File: config.mk
export PLATFORM = sky130hd
export DESIGN_NAME = iew_top
export DESIGN_NICKNAME = d
export VERILOG_FILES = /design/src/verilog/iew_pkg.sv /design/src/verilog/iew_top.sv
export VERILOG_INCLUDE_DIRS = /design/src /design/src/verilog
export SDC_FILE = /design/constraint.sdc
export NUM_CORES = 1
export LEC_CHECK = 0
export ABC_AREA = 0
export BUFFER_PORTS_ARGS = -buffer_cell sky130_fd_sc_hd__buf_4
export CAP_MARGIN = 5
export CORE_MARGIN = 8
export CORE_UTILIZATION = 48
export DETAILED_ROUTE_END_ITERATION = 10
export GPL_ROUTABILITY_DRIVEN = 0
export PLACE_DENSITY = 0.88
export RECOVER_POWER = 25
export SETUP_SLACK_MARGIN = 0.05
export SLEW_MARGIN = 20
export SYNTH_ARGS = -nofsm -noshare
export SYNTH_HDL_FRONTEND = slang
export SYNTH_SLANG_ARGS = --single-unit
File: constraint.sdc
create_clock -name core_clk -period 1.2 [get_ports core_clk]
set_input_delay 0.06 -clock core_clk [delete_from_list [all_inputs] [get_ports core_clk]]
set_output_delay 0.06 -clock core_clk [all_outputs]
set_load 0.02 [all_outputs]
File: src/verilog/iew_cfg.svh
// Constants for the interrupt enable and wake block.
// Assumes inclusion by bare name from the design sources.
`ifndef IEW_CFG_SVH
`define IEW_CFG_SVH
`define IEW_EN_GLOBAL 7
`define IEW_EN_RSVD 6
`define IEW_EN_T2 5
`define IEW_EN_SER 4
`define IEW_EN_T1 3
`define IEW_EN_X1 2
`define IEW_EN_T0 1
`define IEW_EN_X0 0
`define IEW_EN_RESET 8'h00
`define IEW_EN_WMASK 8'hBF
`define IEW_NSRC 6
`define IEW_VEC_X0 3'h0
`define IEW_VEC_T0 3'h1
`define IEW_VEC_X1 3'h2
`define IEW_VEC_T1 3'h3
`define IEW_VEC_SER 3'h4
`define IEW_VEC_T2 3'h5
`define IEW_VEC_NONE 3'h7
`endif

File: src/verilog/iew_pkg.sv
// Types for the interrupt enable and wake block.
// Assumes iew_cfg.svh holds the numeric constants.
`default_nettype none
package iew_pkg;
   typedef enum logic [2:0] {
      IEW_RUN = 3'b001,
      IEW_IDLE = 3'b010,
      IEW_PDOWN = 3'b100
   } iew_mode_t;
   typedef struct packed {
      logic [7:0] enable;
      logic t0_flag;
      logic t1_flag;
      logic t0_pend;
      logic t1_pend;
      iew_mode_t mode;
      logic [1:0] x0_sync;
      logic [1:0] x1_sync;
      logic irq_req;
      logic [2:0] irq_vec;
      logic [7:0] rd_data;
      logic idle_out;
      logic pdown_out;
   } iew_state_t;
endpackage : iew_pkg
`default_nettype wire

File: src/verilog/iew_top.sv
// Interrupt enable, request gating, priority and idle/power-down wake.
// Assumes core_clk is one machine cycle; core reads enable reg via SFR port.
//
// Operation
// - Six sources: two external pins, three timers, serial port, each vectored.
// - Each source gated by its own enable bit; one allows, zero blocks.
// - Bit 7 global enable zero blocks all acknowledges; one defers to bits.
// - Enable bits: 5 timer2, 4 serial, 3 timer1, 2 ext1, 1 timer0, 0 ext0.
// - Timer 2 request is OR of overflow flag and external flag.
// - Timer 2 flags never cleared on vectoring; software clears them.
// - Timer 0/1 flags set in overflow cycle, polled in the next cycle.
// - In idle, peripherals keep running and registers stay unchanged.
// - Idle ends on any enabled asserted interrupt or hardware reset.
// - Power-down ends only on reset or an enabled external pin.
`include "iew_cfg.svh"
`default_nettype none
module iew_top
   import iew_pkg::*;
(
   input wire logic core_clk,
   input wire logic rst,
   input wire logic clk_en,
   input wire logic reg_wr,
   input wire logic [7:0] reg_wdata,
   output logic [7:0] reg_rdata,
   input wire logic ext_irq_pin_0_n,
   input wire logic ext_irq_pin_1_n,
   input wire logic timer0_overflow,
   input wire logic timer1_overflow,
   input wire logic timer0_flag_clr,
   input wire logic timer1_flag_clr,
   input wire logic timer2_overflow_flag,
   input wire logic timer2_external_flag,
   input wire logic serial_irq_flag,
   input wire logic idle_enter,
   input wire logic pdown_enter,
   input wire logic irq_ack,
   output logic timer0_overflow_flag,
   output logic timer1_overflow_flag,
   output logic irq_req,
   output logic [2:0] irq_vec,
   output logic core_idle,
   output logic osc_stopped
);
   iew_state_t st;
   iew_state_t next_st;
   logic [5:0] raw;
   logic [5:0] gated;
   logic ext_wake;

   // Lowest index wins; order matches vector order
   function automatic logic [2:0] iew_pick(input logic [5:0] req);
      logic [2:0] v;
      v = `IEW_VEC_NONE;
      for (int i = `IEW_NSRC - 1; i >= 0; i--) begin
         if (req[i]) begin
            v = 3'(i);
         end
      end
      return v;
   endfunction : iew_pick

   always_comb begin
      next_st = st;
      // Pins pass two flops before use
      next_st.x0_sync = {st.x0_sync[0], ~ext_irq_pin_0_n};
      next_st.x1_sync = {st.x1_sync[0], ~ext_irq_pin_1_n};
      if (reg_wr) begin
         next_st.enable = reg_wdata & `IEW_EN_WMASK;
      end
      // Overflow sets flag; set beats clear
      next_st.t0_flag = timer0_overflow | (st.t0_flag & ~timer0_flag_clr);
      next_st.t1_flag = timer1_overflow | (st.t1_flag & ~timer1_flag_clr);
      // Polled a cycle after setting
      next_st.t0_pend = st.t0_flag;
      next_st.t1_pend = st.t1_flag;
      // Index order gives priority
      raw[0] = st.x0_sync[1];
      raw[1] = st.t0_pend & st.t0_flag;
      raw[2] = st.x1_sync[1];
      raw[3] = st.t1_pend & st.t1_flag;
      raw[4] = serial_irq_flag;
      raw[5] = timer2_overflow_flag | timer2_external_flag;
      gated = raw & {st.enable[`IEW_EN_T2], st.enable[`IEW_EN_SER], st.enable[`IEW_EN_T1],
                     st.enable[`IEW_EN_X1], st.enable[`IEW_EN_T0],
                     st.enable[`IEW_EN_X0]};
      ext_wake = gated[0] | gated[2];
      // Ack hides the request for one cycle
      next_st.irq_req = st.enable[`IEW_EN_GLOBAL] & (|gated) & ~irq_ack;
      next_st.irq_vec = iew_pick(gated);
      // Only the external pins end power-down
      unique case (st.mode)
         IEW_RUN: begin
            if (pdown_enter) begin
               next_st.mode = IEW_PDOWN;
            end else if (idle_enter) begin
               next_st.mode = IEW_IDLE;
            end
         end
         IEW_IDLE: begin
            if (|gated) begin
               next_st.mode = IEW_RUN;
            end
         end
         IEW_PDOWN: begin
            if (ext_wake) begin
               next_st.mode = IEW_RUN;
            end
         end
         default: next_st.mode = IEW_RUN;
      endcase
      next_st.rd_data = next_st.enable;
      next_st.idle_out = (next_st.mode == IEW_IDLE);
      next_st.pdown_out = (next_st.mode == IEW_PDOWN);
   end

   always_ff @(posedge core_clk) begin
      if (rst) begin
         st <= '{enable: `IEW_EN_RESET, mode: IEW_RUN, irq_vec: `IEW_VEC_NONE, default: '0};
      end else if (clk_en) begin
         st <= next_st;
      end
   end

   assign reg_rdata = st.rd_data;
   assign irq_req = st.irq_req;
   assign irq_vec = st.irq_vec;
   assign core_idle = st.idle_out;
   assign osc_stopped = st.pdown_out;
   assign timer0_overflow_flag = st.t0_flag;
   assign timer1_overflow_flag = st.t1_flag;

   // Reserved bit never stored
   reserved_bit_a: assert property (@(posedge core_clk) disable iff (rst)
      reg_rdata[`IEW_EN_RSVD] == 1'b0)
      else $error("reserved enable bit set");

   // Stored enables change on writes only
   enable_write_a: assert property (@(posedge core_clk) disable iff (rst)
      clk_en && reg_wr |=> reg_rdata == ($past(reg_wdata) & `IEW_EN_WMASK))
      else $error("enable write lost");
   enable_hold_a: assert property (@(posedge core_clk) disable iff (rst)
      clk_en && !reg_wr |=> $stable(reg_rdata))
      else $error("enable changed without write");

   // Global and per-source gating, and request drop on ack
   global_block_a: assert property (@(posedge core_clk) disable iff (rst)
      clk_en && !st.enable[`IEW_EN_GLOBAL] |=> !irq_req)
      else $error("req with global off");
   enable_gate_a: assert property (@(posedge core_clk) disable iff (rst)
      clk_en && gated == 6'h00 |=> !irq_req)
      else $error("req without enabled source");
   vec_none_a: assert property (@(posedge core_clk) disable iff (rst)
      clk_en && gated == 6'h00 |=> irq_vec == `IEW_VEC_NONE)
      else $error("vector without source");
   ack_drop_a: assert property (@(posedge core_clk) disable iff (rst)
      clk_en && irq_ack |=> !irq_req)
      else $error("req held through ack");

   // Timer 0 and 1 flags: set, clear, polled a cycle later
   t0_set_a: assert property (@(posedge core_clk) disable iff (rst)
      clk_en && timer0_overflow |=> timer0_overflow_flag)
      else $error("t0 flag not set");
   t1_set_a: assert property (@(posedge core_clk) disable iff (rst)
      clk_en && timer1_overflow |=> timer1_overflow_flag)
      else $error("t1 flag not set");
   t0_clear_a: assert property (@(posedge core_clk) disable iff (rst)
      clk_en && timer0_flag_clr && !timer0_overflow |=> !timer0_overflow_flag)
      else $error("t0 flag not cleared");
   t1_clear_a: assert property (@(posedge core_clk) disable iff (rst)
      clk_en && timer1_flag_clr && !timer1_overflow |=> !timer1_overflow_flag)
      else $error("t1 flag not cleared");
   t0_poll_a: assert property (@(posedge core_clk) disable iff (rst)
      clk_en && timer0_overflow && st.enable[`IEW_EN_T0] && st.enable[`IEW_EN_GLOBAL]
      && !st.t0_flag && !irq_ack && !reg_wr |=> !(irq_req && irq_vec == `IEW_VEC_T0))
      else $error("t0 polled too early");
   t1_poll_a: assert property (@(posedge core_clk) disable iff (rst)
      clk_en && timer1_overflow && !st.t1_flag |=> !(irq_req && irq_vec == `IEW_VEC_T1))
      else $error("t1 polled too early");
   t0_next_a: assert property (@(posedge core_clk) disable iff (rst)
      clk_en && !irq_ack && st.enable[`IEW_EN_GLOBAL] && st.enable[`IEW_EN_T0]
      && st.t0_pend && st.t0_flag |=> irq_req)
      else $error("t0 poll missed");

   // Timer 2 request polled in its own cycle
   t2_same_a: assert property (@(posedge core_clk) disable iff (rst)
      clk_en && !irq_ack && st.enable[`IEW_EN_GLOBAL] && st.enable[`IEW_EN_T2]
      && (timer2_overflow_flag || timer2_external_flag) |=> irq_req)
      else $error("t2 request missed");

   // Fixed service order
   prio_x0_a: assert property (@(posedge core_clk) disable iff (rst)
      clk_en && gated[`IEW_VEC_X0] |=> irq_vec == `IEW_VEC_X0)
      else $error("ext0 not first");
   prio_t0_a: assert property (@(posedge core_clk) disable iff (rst)
      clk_en && gated[`IEW_VEC_T0] && !gated[`IEW_VEC_X0] |=> irq_vec == `IEW_VEC_T0)
      else $error("timer0 not second");

   // Idle and power-down entry, hold and wake
   idle_entry_a: assert property (@(posedge core_clk) disable iff (rst)
      clk_en && st.mode == IEW_RUN && idle_enter && !pdown_enter |=> core_idle)
      else $error("idle not entered");
   idle_hold_a: assert property (@(posedge core_clk) disable iff (rst)
      clk_en && st.mode == IEW_IDLE && gated == 6'h00 |=> core_idle)
      else $error("idle left early");
   idle_wake_a: assert property (@(posedge core_clk) disable iff (rst)
      clk_en && st.mode == IEW_IDLE && |gated |=> !core_idle)
      else $error("idle not ended");
   pdown_entry_a: assert property (@(posedge core_clk) disable iff (rst)
      clk_en && st.mode == IEW_RUN && pdown_enter |=> osc_stopped)
      else $error("power-down not entered");
   pdown_hold_a: assert property (@(posedge core_clk) disable iff (rst)
      clk_en && st.mode == IEW_PDOWN && !ext_wake |=> osc_stopped)
      else $error("power-down left early");
   pdown_wake_a: assert property (@(posedge core_clk) disable iff (rst)
      clk_en && st.mode == IEW_PDOWN && ext_wake |=> !osc_stopped)
      else $error("power-down not ended");
   ext1_wake_a: assert property (@(posedge core_clk) disable iff (rst)
      clk_en && st.mode == IEW_PDOWN && gated[`IEW_VEC_X1] |=> !osc_stopped)
      else $error("ext1 did not wake");
endmodule : iew_top
`default_nettype wire

==> results.toml <==
[status]
status = "complete, no violations"

[clock_tree]
clock_latency_ps = 320
htreeDepth = 1
numCtsBuffers = 3
cts_tree = "done"
clk_pin_slew_ps = 130
clockRootBuffer = "clkbuf_4"
cts.path.max_buffers = 2
cts.sinks = 24

[final_layout]
fillerInstances = 177
n_antenna_cell = 0
drive_gt1_share_pct = 36.7
area_delta_synth_final_pct = 31.7
final_nets = 191
stdcell_area_sq_um = 1480

[timing]
fin_skew_ps = 1.19
setup_viol_count_final = 0
fmax_mhz = 889
final-max-slew-violation-count = 0
finalHoldViolations = 0
rsz0062_at_grt = "yes"
finalSetupTns_ps = 0
whs_ps = 1.14
final.min_clock_period_ps = 1130
period_share_pct = 93.8

[routing]
drt_iter0_drc = 37
avgRoutedWirePerCell_microns = 14.8
viasPerCell = 5.29
vias = 1026
final_antenna_net_count = 0
drc = 0
first_pass_iters = 4
routed_wl_microns = 2870

[synth]
synth_top_area_share_pct = 42.8
yosysTopAreaCell = "dfxtp_1"
synth_area_leaders = "dfxtp_1, buf_4, nand2_1, nand3_1, nor2_1"
synth_nets = 156
syn-cell-area_sq_um = 1120
ys_seq_area_share_pct = 42.8
synth_edf_count = 0
synth-main-ff-cell = "dfxtp_1"
synth_most_common_cell = "dfxtp_1"
synth.avg_cell_area_sq_um = 8.51
synthDistinctLibCells = 31
ys_ff_latch = 24
syn_inst = 132
netlist_top_cells_count = "dfxtp_1, nand2_1, nor2_1"
synth_async_sr_flop_share_pct = 0
synth_warnings = 0

[floorplan]
coreArea_sq_um = 2210
ios = 40
fp.dieH_microns = 64.4
floorplan.initialDensity_pct = 50.8
die_w_microns = 64.4
die-area_sq_um = 4140
row_count = 17

[global_route]
grt_max_degree = 26
grt.overflow.total = 0
first_global_vias = 1088
antenna_found_initial = 0
grt_pass1_wl_microns = 5060
track_usage_pct = 15.0

[placement]
portBuffers = 37
place_area_sq_um = 1330
hpwl_microns = 2010

[hold_path]
hp-class = "input pin to register"
worstHoldStart = "timer0_overflow"
holdPathStages = 3
whs_endpoint = "timer0_overflow_flag$_SDFFE_PP0P_"

[worst_setup_path]
worstSetupPathType = "register to register"
startpoint_type = "register"
r2r_setup_slack_ps = 70
reg2regPathDepth = 3
path_max_fanout = 4
worstReg2RegStart = "timer1_overflow_flag$_SDFFE_PP0P_"
cp-end-kind = "register"
rr_endpoint = "irq_vec[2]$_SDFFE_PP1P_"
required_ps = 1430
worstPathArrival_ps = 1360

[pwr]
power.density_nw_per_um2 = 1090
p_leak_nw = 0.650
ir_worst_vdd_v = 0.000978

[job]
drv_cap = 0
==> area by class of cell <==
class                      instances  area, sq um  share of cell area, %
clock buffer                       4         36.3                   2.45
inverter                           2         7.51                  0.507
multi-input combinational         88          533                   36.0
sequential                        24          488                   33.0
tap                               28         35.0                   2.37
timing repair buffer              48          380                   25.7
==> per-layer routing <==
layer / part of all wire (%) / global-route usage (%)
met1: 41 / 16.3
met2: 50 / 24.7
met3: 7.3 / 5.92
met4: 2.0 / 7.36
met5: 0 / 0
==> repair_timing <==
item                                    4_1_cts  5_1_grt
buffers inserted                              0        1
hold endpoints to repair                      7        0
gates resized for setup                       0       10
endpoints found under the setup margin        0        6
hold buffers                                  8        0
==> worst max path at each step <==
stage,start,endpoint,slack (ps)
after detailed placement,raw[2]$_SDFFE_PP0P_,irq_req$_SDFFE_PP0P_,80
final,timer1_overflow_flag$_SDFFE_PP0P_,irq_vec[2]$_SDFFE_PP1P_,70
after CTS,raw[2]$_SDFFE_PP0P_,irq_req$_SDFFE_PP0P_,50
after global routing,raw[0]$_SDFFE_PP0P_,osc_stopped$_SDFFE_PP0P_,30
after floorplan,timer1_overflow_flag$_SDFFE_PP0P_,irq_vec[2]$_SDFFE_PP1P_,100
after global placement,raw[2]$_SDFFE_PP0P_,st[18]$_SDFFE_PP1P_,110
==> cells by family after synthesis <==
family / after synthesis / share of synthesized area (%)
AOI/OAI and AO/OA: 28 / 17.9
other: 1 / 0.334
and+or+nand+nor: 55 / 23.8
buffers and inverters: 20 / 11.6
DFF: 24 / 42.8
muxes: 4 / 3.56
==> report_power, final <==
part / leakage, nW / total, W / switching [W] / internal (W)
sequential: 0.199 / 0.000880 / 0.0000403 / 0.000840
clock: 0.0210 / 0.000433 / 0.000247 / 0.000186
combinational: 0.430 / 0.000304 / 0.000148 / 0.000156
total: 0.650 / 0.00162 / 0.000435 / 0.00118
==> per-stage QoR <==
stage | total power [W] | util [%] | std cells | worst slack, ps
floorplan | 0.00108 | - | 132 | 100
global placement | 0.00116 | 60.2 | 181 | 109
detailed placement | 0.00117 | 60.2 | 181 | 81.9
CTS | 0.00162 | 65.4 | 193 | 52.9
global route | 0.00170 | 66.9 | 194 | 31.2
finish | 0.00162 | 66.9 | 194 | 75.0
==> registers in the layout, summed over array words and instances, names as in the netlist, 2 cells and up <==
signal,cells
irq_vec,3
next_st,2
st,5
raw,2
reg_rdata,7
==> cells in the final DEF (no fill, tap or decap) <==
cell,Yosys,layout
o21ai_0,2,2
a22o_2,1,1
nand2_2,0,1
nor3_2,2,2
dlygate4sd3_1,0,8
nand3_1,12,10
nor2b_1,2,2
and3_2,1,1
a211o_1,2,2
o211ai_1,1,1
o32ai_2,0,1
a31o_1,2,2
inv_1,2,2
a211oi_1,2,2
dfxtp_1,24,20
dfxtp_2,0,3
a22oi_4,1,1
clkbuf_8,0,1
a21boi_0,1,1
clkbuf_4,0,3
a31oi_1,2,2
a22oi_1,2,2
nor3b_2,1,1
buf_4,14,40
nand3_2,0,2
nor2_1,15,15
dfxtp_4,0,1
conb_1,1,1
a21oi_1,10,10
nor2b_2,1,1
mux2i_1,4,4
and2b_1,1,1
nand2_1,19,18
and3_4,1,1
a21oi_2,1,1
==> worst max-delay path, cell delays in order (launching register included) <==
cell	delay, ps
dfxtp_1	430
nand3_2	130
and3_4	190
a211o_1	280
No activity file was read; power rests on OpenSTA's default activity.
